<file path="config.mk">
export PLATFORM = sky130hd
export DESIGN_NAME = rmc_mode_ctrl
export DESIGN_NICKNAME = d
export VERILOG_FILES = /design/src/rmc_pkg.sv /design/src/rmc_mode_ctrl.sv
export SDC_FILE = /design/constraint.sdc
export NUM_CORES = 1
export LEC_CHECK = 0
export BUFFER_PORTS_ARGS = -buffer_cell sky130_fd_sc_hd__buf_2
export CORE_MARGIN = 10
export CORE_UTILIZATION = 41
export DETAILED_ROUTE_END_ITERATION = 7
export PLACE_DENSITY = 0.58
export SYNTH_ARGS = -nofsm -noshare
export SYNTH_HDL_FRONTEND = slang
export SYNTH_SLANG_ARGS = --single-unit
</file>
<file path="constraint.sdc">
create_clock -name i_clock -period 4.5 [get_ports i_clock]
set_input_delay 0.45 -clock i_clock [delete_from_list [all_inputs] [get_ports i_clock]]
set_output_delay 0.45 -clock i_clock [all_outputs]
set_load 0.02 [all_outputs]
</file>
<file path="src/rmc_pkg.sv">
// Purpose: shared constants and carrier types of the radio mode controller
// Assumes: 100 MHz system clock
// Notes: times are in nanoseconds, cycle counts derive from them
package rmc_pkg;

  // ------------------------------------------------------------
  // clock and timing
  // ------------------------------------------------------------
  localparam int CLK_PERIOD_NS = 10; // system clock period
  localparam int PD2SB_NS = 150000; // powerdown_to_standby_time, max
  localparam int SB2ACT_NS = 130000; // standby_to_active_time
  localparam int RPD_FILT_NS = 40000; // received power filter time, min
  localparam int CE_MIN_NS = 10000; // least chip-enable pulse
  localparam int TX_MAX_NS = 4000000; // longest transmit stay
  // longest time rounds down, least time rounds up
  localparam int PD2SB_CYC = PD2SB_NS / CLK_PERIOD_NS;
  localparam int SB2ACT_CYC = (SB2ACT_NS + CLK_PERIOD_NS - 1) / CLK_PERIOD_NS;
  localparam int RPD_FILT_CYC = (RPD_FILT_NS + CLK_PERIOD_NS - 1) / CLK_PERIOD_NS;
  localparam int CE_MIN_CYC = (CE_MIN_NS + CLK_PERIOD_NS - 1) / CLK_PERIOD_NS;
  localparam int TX_MAX_CYC = TX_MAX_NS / CLK_PERIOD_NS;
  localparam int TMR_W = 20; // width of the shared timer

  // ------------------------------------------------------------
  // fifo geometry
  // ------------------------------------------------------------
  localparam int RX_SLOTS = 3; // receive fifo slots
  localparam int SLOT_W = 2; // slot index / count width
  localparam logic [SLOT_W-1:0] SLOT_ZERO = 2'h0; // empty count

  // ------------------------------------------------------------
  // types
  // ------------------------------------------------------------
  typedef enum logic [2:0] {
    RMC_PWR_DOWN, RMC_PD2SB, RMC_STBY1, RMC_STBY2,
    RMC_RX_SETTLE, RMC_RX, RMC_TX_SETTLE, RMC_TX
  } rmc_state_t;

  // controller-side control bits
  typedef struct packed {
    logic power_up_bit; // power up
    logic primary_receive_select; // receive role
    logic chip_enable; // radio chip-enable
  } rmc_ctrl_t;

  // received packet report from the baseband
  typedef struct packed {
    logic valid; // packet ended
    logic addr_match; // address matched
    logic crc_ok; // crc good
  } rmc_rxpkt_t;

endpackage

</file>
<file path="src/rmc_mode_ctrl.sv">
// Purpose: operating mode state machine of the radio transceiver
// Assumes: control bits and baseband events arrive on i_clock
// Notes: the register map itself lives behind the serial link
`timescale 1ns/1ns
`default_nettype none
module rmc_mode_ctrl (
  input wire logic i_clock, // system clock
  input wire logic i_reset, // sync reset, high
  input wire rmc_pkg::rmc_ctrl_t i_ctrl, // control bits
  input wire logic i_tx_fifo_empty, // transmit fifo empty
  input wire logic i_tx_loaded, // packet written to tx fifo
  input wire logic i_tx_done, // packet sent on air
  input wire rmc_pkg::rmc_rxpkt_t i_rx_pkt, // receive packet report
  input wire logic i_rx_read, // controller pops rx slot
  input wire logic i_power_raw, // raw in-channel power above threshold
  output var rmc_pkg::rmc_state_t o_state, // current mode
  output logic o_radio_on, // radio enabled
  output logic o_synth_on, // synthesizer running
  output logic o_rx_store, // store payload pulse
  output logic o_rx_drop, // discard payload pulse
  output logic [rmc_pkg::SLOT_W-1:0] o_rx_count, // rx slots used
  output logic o_received_power_flag, // filtered power flag
  output logic o_tx_overtime // transmit exceeded limit
);

  // ------------------------------------------------------------
  // declarations
  // ------------------------------------------------------------
  rmc_pkg::rmc_state_t state_reg, state_next; // mode register
  logic [rmc_pkg::TMR_W-1:0] tmr_reg; // settle / start-up timer
  logic [rmc_pkg::TMR_W-1:0] ce_cnt_reg; // chip-enable high time
  logic [rmc_pkg::TMR_W-1:0] tx_cnt_reg; // time spent transmitting
  logic [rmc_pkg::TMR_W-1:0] rpd_cnt_reg; // power persistence
  logic [rmc_pkg::SLOT_W-1:0] rx_cnt_reg; // rx fifo occupancy
  logic rpd_reg; // filtered flag
  logic ovt_reg; // overtime flag
  logic pwr_s1_reg, pwr_s2_reg; // power input synchroniser
  logic ce_long; // enable held past least pulse
  logic tmr_done; // timer expired
  logic pkt_ok; // good packet arrived
  logic rx_full; // no vacant slot

  // cycles of the current timed state
  function automatic logic [rmc_pkg::TMR_W-1:0] wait_of(input rmc_pkg::rmc_state_t s);
    if (s == rmc_pkg::RMC_PD2SB) begin
      return rmc_pkg::TMR_W'(rmc_pkg::PD2SB_CYC);
    end
    return rmc_pkg::TMR_W'(rmc_pkg::SB2ACT_CYC);
  endfunction

  assign tmr_done = (tmr_reg == rmc_pkg::TMR_W'(1));
  assign ce_long = (ce_cnt_reg >= rmc_pkg::TMR_W'(rmc_pkg::CE_MIN_CYC));
  assign pkt_ok = i_rx_pkt.valid && i_rx_pkt.addr_match && i_rx_pkt.crc_ok;
  assign rx_full = (rx_cnt_reg == rmc_pkg::SLOT_W'(rmc_pkg::RX_SLOTS));

  // ------------------------------------------------------------
  // next mode
  // ------------------------------------------------------------
  // registers stay outside this block, so every mode keeps them
  // map always reachable
  always_comb begin
    state_next = state_reg;
    unique case (state_reg)
      rmc_pkg::RMC_PWR_DOWN: begin
        if (i_ctrl.power_up_bit) begin
          state_next = rmc_pkg::RMC_PD2SB;
        end
      end
      rmc_pkg::RMC_PD2SB: begin
        if (tmr_done) begin
          state_next = rmc_pkg::RMC_STBY1;
        end
      end
      rmc_pkg::RMC_STBY1: begin
        if (i_ctrl.chip_enable && i_ctrl.primary_receive_select) begin
          state_next = rmc_pkg::RMC_RX_SETTLE;
        end else if (ce_long && !i_ctrl.primary_receive_select && !i_tx_fifo_empty) begin
          state_next = rmc_pkg::RMC_TX_SETTLE;
        end
      end
      rmc_pkg::RMC_STBY2: begin
        if (!i_ctrl.chip_enable) begin
          state_next = rmc_pkg::RMC_STBY1;
        end else if (i_tx_loaded || !i_tx_fifo_empty) begin
          state_next = rmc_pkg::RMC_TX_SETTLE;
        end
      end
      rmc_pkg::RMC_RX_SETTLE, rmc_pkg::RMC_TX_SETTLE: begin
        if (!i_ctrl.chip_enable && state_reg == rmc_pkg::RMC_RX_SETTLE) begin
          state_next = rmc_pkg::RMC_STBY1;
        end else if (tmr_done) begin
          state_next = (state_reg == rmc_pkg::RMC_RX_SETTLE) ? rmc_pkg::RMC_RX
                                                              : rmc_pkg::RMC_TX;
        end
      end
      rmc_pkg::RMC_RX: begin
        if (!i_ctrl.chip_enable) begin
          state_next = rmc_pkg::RMC_STBY1;
        end else if (!i_ctrl.primary_receive_select) begin
          // direct role swap pays the settle time again
          state_next = rmc_pkg::RMC_TX_SETTLE;
        end
      end
      rmc_pkg::RMC_TX: begin
        if (i_tx_done) begin
          if (!i_ctrl.chip_enable) begin
            state_next = rmc_pkg::RMC_STBY1;
          end else if (i_ctrl.primary_receive_select) begin
            state_next = rmc_pkg::RMC_RX_SETTLE;
          end else if (!i_tx_fifo_empty) begin
            state_next = rmc_pkg::RMC_TX;
          end else begin
            state_next = rmc_pkg::RMC_STBY2;
          end
        end
      end
    endcase
    if (!i_ctrl.power_up_bit) begin
      state_next = rmc_pkg::RMC_PWR_DOWN;
    end
  end

  // ------------------------------------------------------------
  // mode register
  // ------------------------------------------------------------
  // reset into power down
  always_ff @(posedge i_clock) begin
    if (i_reset) begin
      state_reg <= rmc_pkg::RMC_PWR_DOWN;
    end else begin
      state_reg <= state_next;
    end
  end

  // settle timer, reloaded on entry to a timed state
  always_ff @(posedge i_clock) begin
    if (i_reset) begin
      tmr_reg <= '0;
    end else if (state_next != state_reg || (state_reg == rmc_pkg::RMC_TX && i_tx_done)) begin
      tmr_reg <= wait_of(state_next);
    end else if (tmr_reg != '0) begin
      tmr_reg <= tmr_reg - rmc_pkg::TMR_W'(1);
    end
  end

  // chip-enable high time, saturating
  always_ff @(posedge i_clock) begin
    if (i_reset || !i_ctrl.chip_enable) begin
      ce_cnt_reg <= '0;
    end else if (!ce_long) begin
      ce_cnt_reg <= ce_cnt_reg + rmc_pkg::TMR_W'(1);
    end
  end

  // ------------------------------------------------------------
  // transmit time guard
  // ------------------------------------------------------------
  // flag overlong transmit
  // the controller owns the limit in manual use; we only report it
  always_ff @(posedge i_clock) begin
    if (i_reset || state_reg != rmc_pkg::RMC_TX || i_tx_done) begin
      tx_cnt_reg <= '0;
    end else if (tx_cnt_reg != rmc_pkg::TMR_W'(rmc_pkg::TX_MAX_CYC)) begin
      tx_cnt_reg <= tx_cnt_reg + rmc_pkg::TMR_W'(1);
    end
  end

  always_ff @(posedge i_clock) begin
    if (i_reset) begin
      ovt_reg <= 1'b0;
    end else begin
      ovt_reg <= (tx_cnt_reg == rmc_pkg::TMR_W'(rmc_pkg::TX_MAX_CYC));
    end
  end

  // ------------------------------------------------------------
  // receive fifo occupancy
  // ------------------------------------------------------------
  // store good packets
  always_ff @(posedge i_clock) begin
    if (i_reset) begin
      rx_cnt_reg <= rmc_pkg::SLOT_ZERO;
    end else begin
      unique case ({state_reg == rmc_pkg::RMC_RX && pkt_ok && !rx_full,
                    i_rx_read && rx_cnt_reg != rmc_pkg::SLOT_ZERO})
        2'b10: rx_cnt_reg <= rx_cnt_reg + rmc_pkg::SLOT_W'(1);
        2'b01: rx_cnt_reg <= rx_cnt_reg - rmc_pkg::SLOT_W'(1);
        default: rx_cnt_reg <= rx_cnt_reg;
      endcase
    end
  end

  always_ff @(posedge i_clock) begin
    if (i_reset) begin
      o_rx_store <= 1'b0;
      o_rx_drop <= 1'b0;
    end else begin
      o_rx_store <= state_reg == rmc_pkg::RMC_RX && pkt_ok && !rx_full;
      o_rx_drop <= state_reg == rmc_pkg::RMC_RX && pkt_ok && rx_full;
    end
  end

  // ------------------------------------------------------------
  // received power filter
  // ------------------------------------------------------------
  // raw detector is analog-side, so synchronise first
  always_ff @(posedge i_clock) begin
    if (i_reset) begin
      pwr_s1_reg <= 1'b0;
      pwr_s2_reg <= 1'b0;
    end else begin
      pwr_s1_reg <= i_power_raw;
      pwr_s2_reg <= pwr_s1_reg;
    end
  end

  always_ff @(posedge i_clock) begin
    if (i_reset || state_reg != rmc_pkg::RMC_RX || !pwr_s2_reg) begin
      rpd_cnt_reg <= '0;
    end else if (rpd_cnt_reg != rmc_pkg::TMR_W'(rmc_pkg::RPD_FILT_CYC)) begin
      rpd_cnt_reg <= rpd_cnt_reg + rmc_pkg::TMR_W'(1);
    end
  end

  // flag is latched outside receive so the last reading survives
  always_ff @(posedge i_clock) begin
    if (i_reset) begin
      rpd_reg <= 1'b0;
    end else if (state_reg == rmc_pkg::RMC_RX) begin
      rpd_reg <= (rpd_cnt_reg == rmc_pkg::TMR_W'(rmc_pkg::RPD_FILT_CYC));
    end
  end

  // ------------------------------------------------------------
  // outputs
  // ------------------------------------------------------------
  // radio off in power down
  assign o_state = state_reg;
  assign o_radio_on = (state_reg != rmc_pkg::RMC_PWR_DOWN);
  assign o_synth_on = (state_reg == rmc_pkg::RMC_RX_SETTLE) || (state_reg == rmc_pkg::RMC_RX)
                   || (state_reg == rmc_pkg::RMC_TX_SETTLE) || (state_reg == rmc_pkg::RMC_TX);
  assign o_rx_count = rx_cnt_reg;
  assign o_received_power_flag = rpd_reg;
  assign o_tx_overtime = ovt_reg;
endmodule
`default_nettype wire

</file>
==> flow_summary.toml, run 1 <==
[cts]
ctsHoldBuffers = 0
clock_path_buffers = 2
cts_resized = 0
ctsHtreeMaxLevel = 3
clk_latency_ns = 0.36
cts_tree = "done"
cts.repair_timing.setup_buffer_count = 0
clock-root-buffer = "clkbuf_8"
cts_num_sinks = 91
cts_made_buffers = 9
path_clk_slew_ns = 0.08

[sta]
period_share_pct = 59.3
max_slew.worst_pin.slew_ns = 0.787
slew_headroom_pct = 47.4
rsz0062_at_grt = "false"
slew_viol_final = 0
finalHoldViolations = 0
whs_ns = 0.332
fin_skew_ns = 0.0114
tns_ns = 0
post-route-min-period_ns = 2.67
setup_viol = 0
fmax_ghz = 0.375

[setup_path]
crit_path_max_fanout = 19
critical_path_required_ns = 4.75
worstPathArrival_ns = 2.92
cp-end-kind = "flop"
critical_path_class = "reg2reg"
critPathLaunchType = "flop"

[power]
leakage_nw = 1.64
comb_power_share_pct = 11.7
ir_worst_vdd_mv = 0.162
power_density_nw_per_um2 = 323
seq_power_share_pct = 56.4
p_switching_mw = 0.413
clkPwrFrac_pct = 31.9
internal_power_mw = 1.10
sw_frac_of_total_pct = 27.2

[synth]
avgSynthCellArea_um2 = 8.66
synth.yosys.seq_area_share_pct = 42.1
synthMuxAreaShare_pct = 1.39
synthXorXnorAreaFrac_pct = 12.1
ys_top_cells_by_area = "dfxtp_1 42%, xor2_1 7.3%, nor2_1 6.2%, xnor2_1 4.9%, nand3_1 3.4%"
synth_area_um2 = 4330
synth.top_cell.area_share_pct = 42.1
synth_edf_count = 0
synth_warnings = 0
yosys.area_share.simple_pct = 31.4
ys_seq_elements = 91
synth_cell_types = 55
yosysTopAreaCell = "dfxtp_1"
syn-num-nets = 523
synth_compound_area_share_pct = 6.88
synthAdderAreaFrac_pct = 2.89
syn_inst = 500
synth_async_sr_flop_share_pct = 0
synth_top_family_by_area = "simple AND/OR/NAND/NOR gates"
ys.flop_type = "dfxtp_1"

[floorplanning]
coreArea_um2 = 10300
boundaryPins = 24
dieArea_um2 = 15100
die_h_um = 123
core.rowCount = 37
start_util_pct = 41.9
die_x_um = 123

[placed_design]
place_hpwl_um = 6280
place_area_um2 = 4540
port_buffers = 23
gp_congestion = 0.833

[cells_and_area]
layout.nets = 541
n_fill_cell = 1039
final_area_um2 = 4700
synthToLayoutAreaGrowth_pct = 8.49
drive_gt1_share_pct = 10.5
diodes = 0

[global_routing]
grt_overflow = 0
grt_use_total_pct = 11.9
grt_max_degree = 21
grt_antenna_before_repair = 0
grt_pass1_vias = 3236
grt_pass1_wl_um = 14900

[route]
detail-route-antenna-nets = 0
drt-wirelength-per-cell_um = 13.1
vias = 3394
viasPerCell = 5.15
drt-initial-drc-count = 179
drt_pass1_iterations = 4
route.detailed.drc = 0
routed_wirelength_um = 8620

[flow_run]
maxCapViolCount = 0

[min_path]
min_path_type = "in2reg"

[status]
outcome = "finished, final reports clean"
[placed cells by master, fill, tap and decap left out, drive strengths merged, types with 11 or more instances in the layout]
cell,count
a21oi,18
and2,15
buf,23
clkbuf,11
dfxtp,91
inv,15
nand2,32
nand3,29
nand4,14
nor2,81
nor3,20
nor4,12
o21ai,12
or3,12
xnor2,24
xor2,36
[worst paths after layout]
check / start / endpoint / slack [ns] / cells past startpoint
min: i_power_raw / pwr_s1_reg$_SDFF_PP0_ / 0.33 / 2
min reg2reg: pwr_s1_reg$_SDFF_PP0_ / pwr_s2_reg$_SDFF_PP0_ / 0.44 / 1
max: o_state[2]$_SDFF_PP0_ / tmr_reg[1]$_SDFFE_PP0P_ / 1.83 / 6
max reg2reg: o_state[2]$_SDFF_PP0_ / tmr_reg[1]$_SDFFE_PP0P_ / 1.83 / 6
[worst max-delay path: stages, from the launching register on]
cell,delay [ns]
dfxtp_1,0.70
nand2_1,0.19
o311ai_1,0.29
nor2_1,0.09
a32oi_1,0.24
nand4_1,0.66
a211oi_1,0.40
[synthesized netlist by cell type (5+ instances only)]
cell      instances
nor2b_1           5
nor2_2           10
ha_1             10
mux2i_1           6
a21oi_1          18
and3_1           10
nand2_1          32
inv_1            15
nor4_1            8
or3_1            12
xor2_1           36
nand4_1          14
clkbuf_1          8
nor2_1           71
and4_1            5
o21ai_0          12
dfxtp_1          91
buf_2             6
xnor2_1          24
nor3_1           20
nand3_1          29
and2_1           14
[metrics by stage]
step | cells | total power [mW] | utilization (%) | worst slack (ns)
final | 659 | 1.52 | 45.5 | 1.83
after global routing | 659 | 1.59 | 45.5 | 1.47
after CTS | 659 | 1.54 | 45.5 | 1.80
after detailed placement | 643 | 1.05 | 43.9 | 1.82
after global placement | 643 | 1.05 | 43.9 | 1.93
after floorplan | 500 | 1.01 | - | 2.49
[area by class of cell]
type                            instances  area [um2]  share of cell area (%)
Multi-Input combinational cell        377        2370                    50.4
Sequential cell                        91        1820                    38.8
Tap cell                              136         170                    3.62
Clock buffer                           11         131                    2.80
Timing Repair Buffer                   23         115                    2.45
Inverter                               16        60.1                    1.28
Clock inverter                          5        30.0                   0.639
[layer usage]
layer  up-vias  part of all wire (%)  GRT usage, %
met3        10                   4.4          3.40
met1      1589                    49          15.2
met2        45                    46          19.0
met4         0                  0.87          3.76
met5         -                     0             0
li1       1750                     -             -
[power by group through the flow]
stage / clock (mW) / combinational (mW) / sequential [mW]
final: 0.483 / 0.178 / 0.856
after global routing: 0.532 / 0.203 / 0.860
after CTS: 0.503 / 0.180 / 0.856
after detailed placement: 0 / 0.178 / 0.874
after global placement: 0 / 0.177 / 0.874
after floorplan: 0 / 0.147 / 0.868
[logic make-up (layout without fill, tap and decap cells)]
group | Yosys count | in the layout
AO/OA/AOI/OAI | 48 | 48
AND/OR/NAND/NOR | 253 | 253
adder cells (fa/ha/maj) | 10 | 10
buffers and inverters | 32 | 55
XOR/XNOR | 60 | 60
multiplexers | 6 | 6
flip-flops | 91 | 91
Note: power is estimated with default switching activity, not from simulation.
==> run 2: changes to the inputs <==
Clock period 4.5 ns to 2.5 ns, I/O delays scaled along.
==> flow_summary.toml, run 2 (synthesis gave the netlist of run 1 again) <==
[status]
outcome = "finished, final reports clean"

[cells_and_area]
multi_input_area_um2 = 2370
layout.nets = 550
diodes = 0
mostFrequentLayoutCell = "dfxtp_1"
drive_gt1_share_pct = 12.1
synthToLayoutAreaGrowth_pct = 10.5
utilization_pct = 46.4
layout.area.seq_um2 = 1820
n_fill_cell = 1020
layout_common_cells = "91 x dfxtp_1, 71 x nor2_1, 36 x xor2_1"

[sta]
period_share_pct = 87.7
fmax_ghz = 0.456
slew_viol_final = 0
rsz0062_at_grt = "false"
fin_skew_ns = 0.00660
slew_headroom_pct = 67.1
finalHoldViolations = 0
setup_viol = 0
post-route-min-period_ns = 2.19
tns_ns = 0
max_slew.worst_pin.slew_ns = 0.492

[floorplanning]
coreArea_um2 = 10300
die_h_um = 123
dieArea_um2 = 15100
boundaryPins = 24
core.rowCount = 37
die_x_um = 123
start_util_pct = 41.9

[cts]
cts_num_sinks = 91
clock_path_buffers = 2
cts.repair_timing.setup_buffer_count = 0
cts_resized = 0
ctsHtreeMaxLevel = 3
clock-root-buffer = "clkbuf_8"
cts_made_buffers = 9
ctsHoldBuffers = 0
cts_tree = "done"
clk_latency_ns = 0.35
path_clk_slew_ns = 0.08

[global_routing]
grt_overflow = 0
grt_use_total_pct = 12.4
grt_pass1_vias = 3371
grt_max_degree = 21
grt_pass1_wl_um = 15400
grt_antenna_before_repair = 0

[placed_design]
place_hpwl_um = 6440
port_buffers = 23
gp_congestion = 0.788

[min_path]
min_path_type = "in2reg"
hold_end = "pwr_s1_reg$_SDFF_PP0_"
hold_start = "i_power_raw"
holdPathStages = 2

[route]
detail-route-antenna-nets = 0
route.detailed.drc = 0
routed_wirelength_um = 8790
drt_pass1_iterations = 4
viasPerCell = 5.10
vias = 3405
drt-initial-drc-count = 266
drt-wirelength-per-cell_um = 13.2

[setup_path]
critical_path_required_ns = 2.79
reg2regPathDepth = 7
worstPathArrival_ns = 2.48
crit_path_max_fanout = 13
critical_path_class = "reg2reg"
path_cells = "nand2_1 > nor2_1 > nand4_1 > nand2b_1 > ha_1 > or3_1 > a21oi_1"
rr_startpoint = "o_state[2]$_SDFF_PP0_"
r2r-end = "o_rx_count[1]$_SDFFE_PP0P_"
critPathLaunchType = "flop"
cp-end-kind = "flop"
max_stage_delay_ns = 0.59
rrSetupSlack_ns = 0.31
cp_slowest_cell = "dfxtp_1"
crit_start = "o_state[2]$_SDFF_PP0_"

[power]
power_density_nw_per_um2 = 591
ir_worst_vdd_mv = 0.304
leakage_nw = 1.70

[flow_run]
maxCapViolCount = 0
run 2: cell count changes in the layout (fill, tap and decap cells not counted), sizes merged:
| cell | previous run | this run |
|---|---|---|
| clkbuf | 11 | 10 |
| buf | 23 | 32 |
| bufinv | 0 | 1 |
| clkinv | 4 | 3 |
run 2: report_power, final:
group	internal (mW)	switching, mW	total [mW]
registers	1.49	0.0506	1.54
clock network	0.454	0.508	0.962
logic	0.150	0.180	0.330
run 2: critical path: cells and delay by family, from the launching register on:
kind	cells	cell delay [ns]
flops	1	0.59
simple gates	5	1.07
fa+ha+maj	1	0.33
compound gates	1	0.14
run 2: per-stage QoR:
step | total power, mW | area (um2) | hold slack [ns] | cells | setup WS, ns
after floorplan | 1.83 | 4330 | 0.378 | 500 | 0.487
after global placement | 1.90 | 4600 | 0.443 | 652 | 0.399
after detailed placement | 1.90 | 4600 | 0.444 | 652 | 0.363
after CTS | 2.87 | 4790 | 0.0857 | 667 | 0.336
after global routing | 2.98 | 4790 | 0.0825 | 667 | 0.158
final | 2.83 | 4790 | 0.106 | 667 | 0.308
run 2: worst max path at each step:
| stage | endpoint | slack [ns] |
|---|---|---|
| detailed placement | o_rx_count[1]$_SDFFE_PP0P_ | 0.36 |
| global route | o_rx_count[1]$_SDFFE_PP0P_ | 0.16 |
| global placement | o_rx_count[1]$_SDFFE_PP0P_ | 0.40 |
| finish | o_rx_count[1]$_SDFFE_PP0P_ | 0.31 |
| CTS | o_rx_count[1]$_SDFFE_PP0P_ | 0.34 |
| floorplan | o_rx_count[1]$_SDFFE_PP0P_ | 0.49 |
run 2: routing by layer:
layer  global-route usage [%]  part of all wire [%]
met5                        0                     0
met4                     3.90                   1.2
met3                     3.90                   3.8
met2                     20.7                    48
met1                     14.9                    47
run 2: area by class of cell:
type | count | share of cell area (%)
inverter | 16 | 1.25
multi-input combinational | 377 | 49.5
timing repair buffer | 32 | 3.82
sequential | 91 | 38.1
tap | 136 | 3.55
clock inverter | 5 | 1.15
clock buffer | 10 | 2.67
==> run 3: changes to the inputs <==
--- a/config.mk
+++ b/config.mk
@@ -10,5 +10,5 @@
 export CORE_UTILIZATION = 41
 export DETAILED_ROUTE_END_ITERATION = 7
-export PLACE_DENSITY = 0.58
+export PLACE_DENSITY = 0.6
 export SYNTH_ARGS = -nofsm -noshare
 export SYNTH_HDL_FRONTEND = slang
==> constraint.sdc (replaced) <==
create_clock -name i_clock -period 1.9 [get_ports i_clock]
set_input_delay 0.38 -clock i_clock [delete_from_list [all_inputs] [get_ports i_clock]]
set_output_delay 0.38 -clock i_clock [all_outputs]
set_load 0.02 [all_outputs]
==> flow_summary.toml, run 3 (synthesis gave the netlist of run 1 again) <==
[setup_path]
reg2regPathDepth = 8
crit_top_cell = "buf_6"
crit_start = "o_state[2]$_SDFF_PP0_"
cp.depth = 4
rrSetupSlack_ns = 0.06
crit_path_max_fanout = 6
max_stage_delay_ns = 0.38
path_cells = "buf_6 > or3_4 > buf_6 > buf_6"
cp_slowest_cell = "dfxtp_4"
cp-end-kind = "output port"
r2r-end = "tmr_reg[4]$_SDFFE_PP0P_"
critPathLaunchType = "flop"
path_buf_inv = 3
critical_path_class = "reg2out"
crit_family = "flip-flops"
worstPathArrival_ns = 1.46
critPathCapture = "o_radio_on"
rr_startpoint = "o_state[2]$_SDFF_PP0_"
critical_path_required_ns = 1.52

[global_routing]
grt_max_degree = 21
grt_antenna_before_repair = 0
grt_use_total_pct = 12.3
grt.busiest_layer = "met2"
grt_pass1_wl_um = 15600
global_route.usage.met1_pct = 15.1
use_met2_pct = 21.0
use_met3_pct = 2.98
grt_pass1_vias = 3374
grt_overflow = 0

[route]
drt-initial-drc-count = 163
detail-route-antenna-nets = 0
drt_pass1_iterations = 4
drt-wirelength-per-cell_um = 12.7
vias = 3542
route.detailed.drc = 0
routed_wirelength_um = 9000
viasPerCell = 5.00

[sta]
fin_ws_ns = 0.0552
finalHoldViolations = 0
post-route-min-period_ns = 1.84
max_slew.worst_pin.slew_ns = 0.421
setup_viol = 0
fin_skew_ns = 0.0106
slew_headroom_pct = 71.9
whs_ns = 0.249
rsz0062_at_grt = "true"
slew_viol_final = 0
period_share_pct = 97.1
fmax_ghz = 0.542

[min_path]
min_path_type = "in2reg"

[placed_design]
port_buffers = 23
place_hpwl_um = 6720
dp_cells = 684
gp_congestion = 0.842
place_area_um2 = 4850
dp_slack_ns = -0.0437

[power]
finalPower_mw = 3.92
power_density_nw_per_um2 = 744
ir_worst_vdd_mv = 0.445
leakage_nw = 1.95

[floorplanning]
die_x_um = 123
dieArea_um2 = 15100
coreArea_um2 = 10300
start_util_pct = 41.9
core.rowCount = 37
boundaryPins = 24
die_h_um = 123

[flow_run]
maxCapViolCount = 0

[cts]
clock-root-buffer = "clkbuf_8"
cts_tree = "done"
ctsHtreeMaxLevel = 3
clock_path_buffers = 2
cts_made_buffers = 9
clk_latency_ns = 0.35
cts_num_sinks = 91
path_clk_slew_ns = 0.09

[status]
outcome = "finished, final reports clean"

[cells_and_area]
mostFrequentLayoutCell = "dfxtp_1"
final_cells = 709
layout_common_cells = "85 x dfxtp_1, 70 x nor2_1, 44 x buf_4"
diodes = 0
layout.nets = 591
synthToLayoutAreaGrowth_pct = 21.7
drive_gt1_share_pct = 22.5
final_area_um2 = 5270
==> run 3: where the power goes <==
part | leakage (nW) | switching, mW | internal [mW]
registers | 0.740 | 0.0646 | 1.96
clock network | 0.0978 | 0.665 | 0.682
logic | 1.11 | 0.273 | 0.282
==> run 3: cell type report <==
class	count	area [um2]
tap	136	170
inverter	16	60.1
fill	966	5050
multi-input combinational	377	2460
clock inverter	5	61.3
clock buffer	11	151
timing repair buffer	73	528
sequential	91	1840
==> run 3: how the worst min path moves through the flow <==
stage | cells after the start | slack [ns] | to | from
finish | 2 | 0.25 | pwr_s1_reg$_SDFF_PP0_ | i_power_raw
global route | 2 | 0.23 | pwr_s1_reg$_SDFF_PP0_ | i_power_raw
CTS | 2 | 0.24 | pwr_s1_reg$_SDFF_PP0_ | i_power_raw
detailed placement | 1 | 0.43 | pwr_s2_reg$_SDFF_PP0_ | pwr_s1_reg$_SDFF_PP0_
global placement | 1 | 0.43 | pwr_s2_reg$_SDFF_PP0_ | pwr_s1_reg$_SDFF_PP0_
floorplan | 1 | 0.41 | pwr_s2_reg$_SDFF_PP0_ | pwr_s1_reg$_SDFF_PP0_
==> run 3: metrics by stage <==
stage               utilization [%]  setup TNS (ns)
CTS                            49.5               0
floorplan                         -               0
detailed placement             47.0         -0.0710
global route                   51.0          -0.644
finish                         51.0               0
global placement               47.0               0
==> run 3: worst register-to-register path, stage by stage, from the launching register on <==
cell and delay (ns):
dfxtp_4 0.38, buf_6 0.13, and3_4 0.15, o211ai_1 0.26, o211ai_1 0.14, a32oi_1 0.20
and3_1 0.20, buf_6 0.13, mux2i_1 0.18
==> run 3: per-layer routing <==
| metal | vias up | share of wire, % |
|---|---|---|
| li1 | 1854 | - |
| met1 | 1646 | 47 |
| met2 | 38 | 49 |
| met3 | 4 | 2.8 |
| met4 | 0 | 0.61 |
| met5 | - | 0 |
==> run 3: what timing repair did <==
action	4_1_cts	5_1_grt
gates resized for setup	7	29
pin swaps	2	11
buffers inserted	3	6
setup endpoints to repair	5	27
hold buffers	0	0
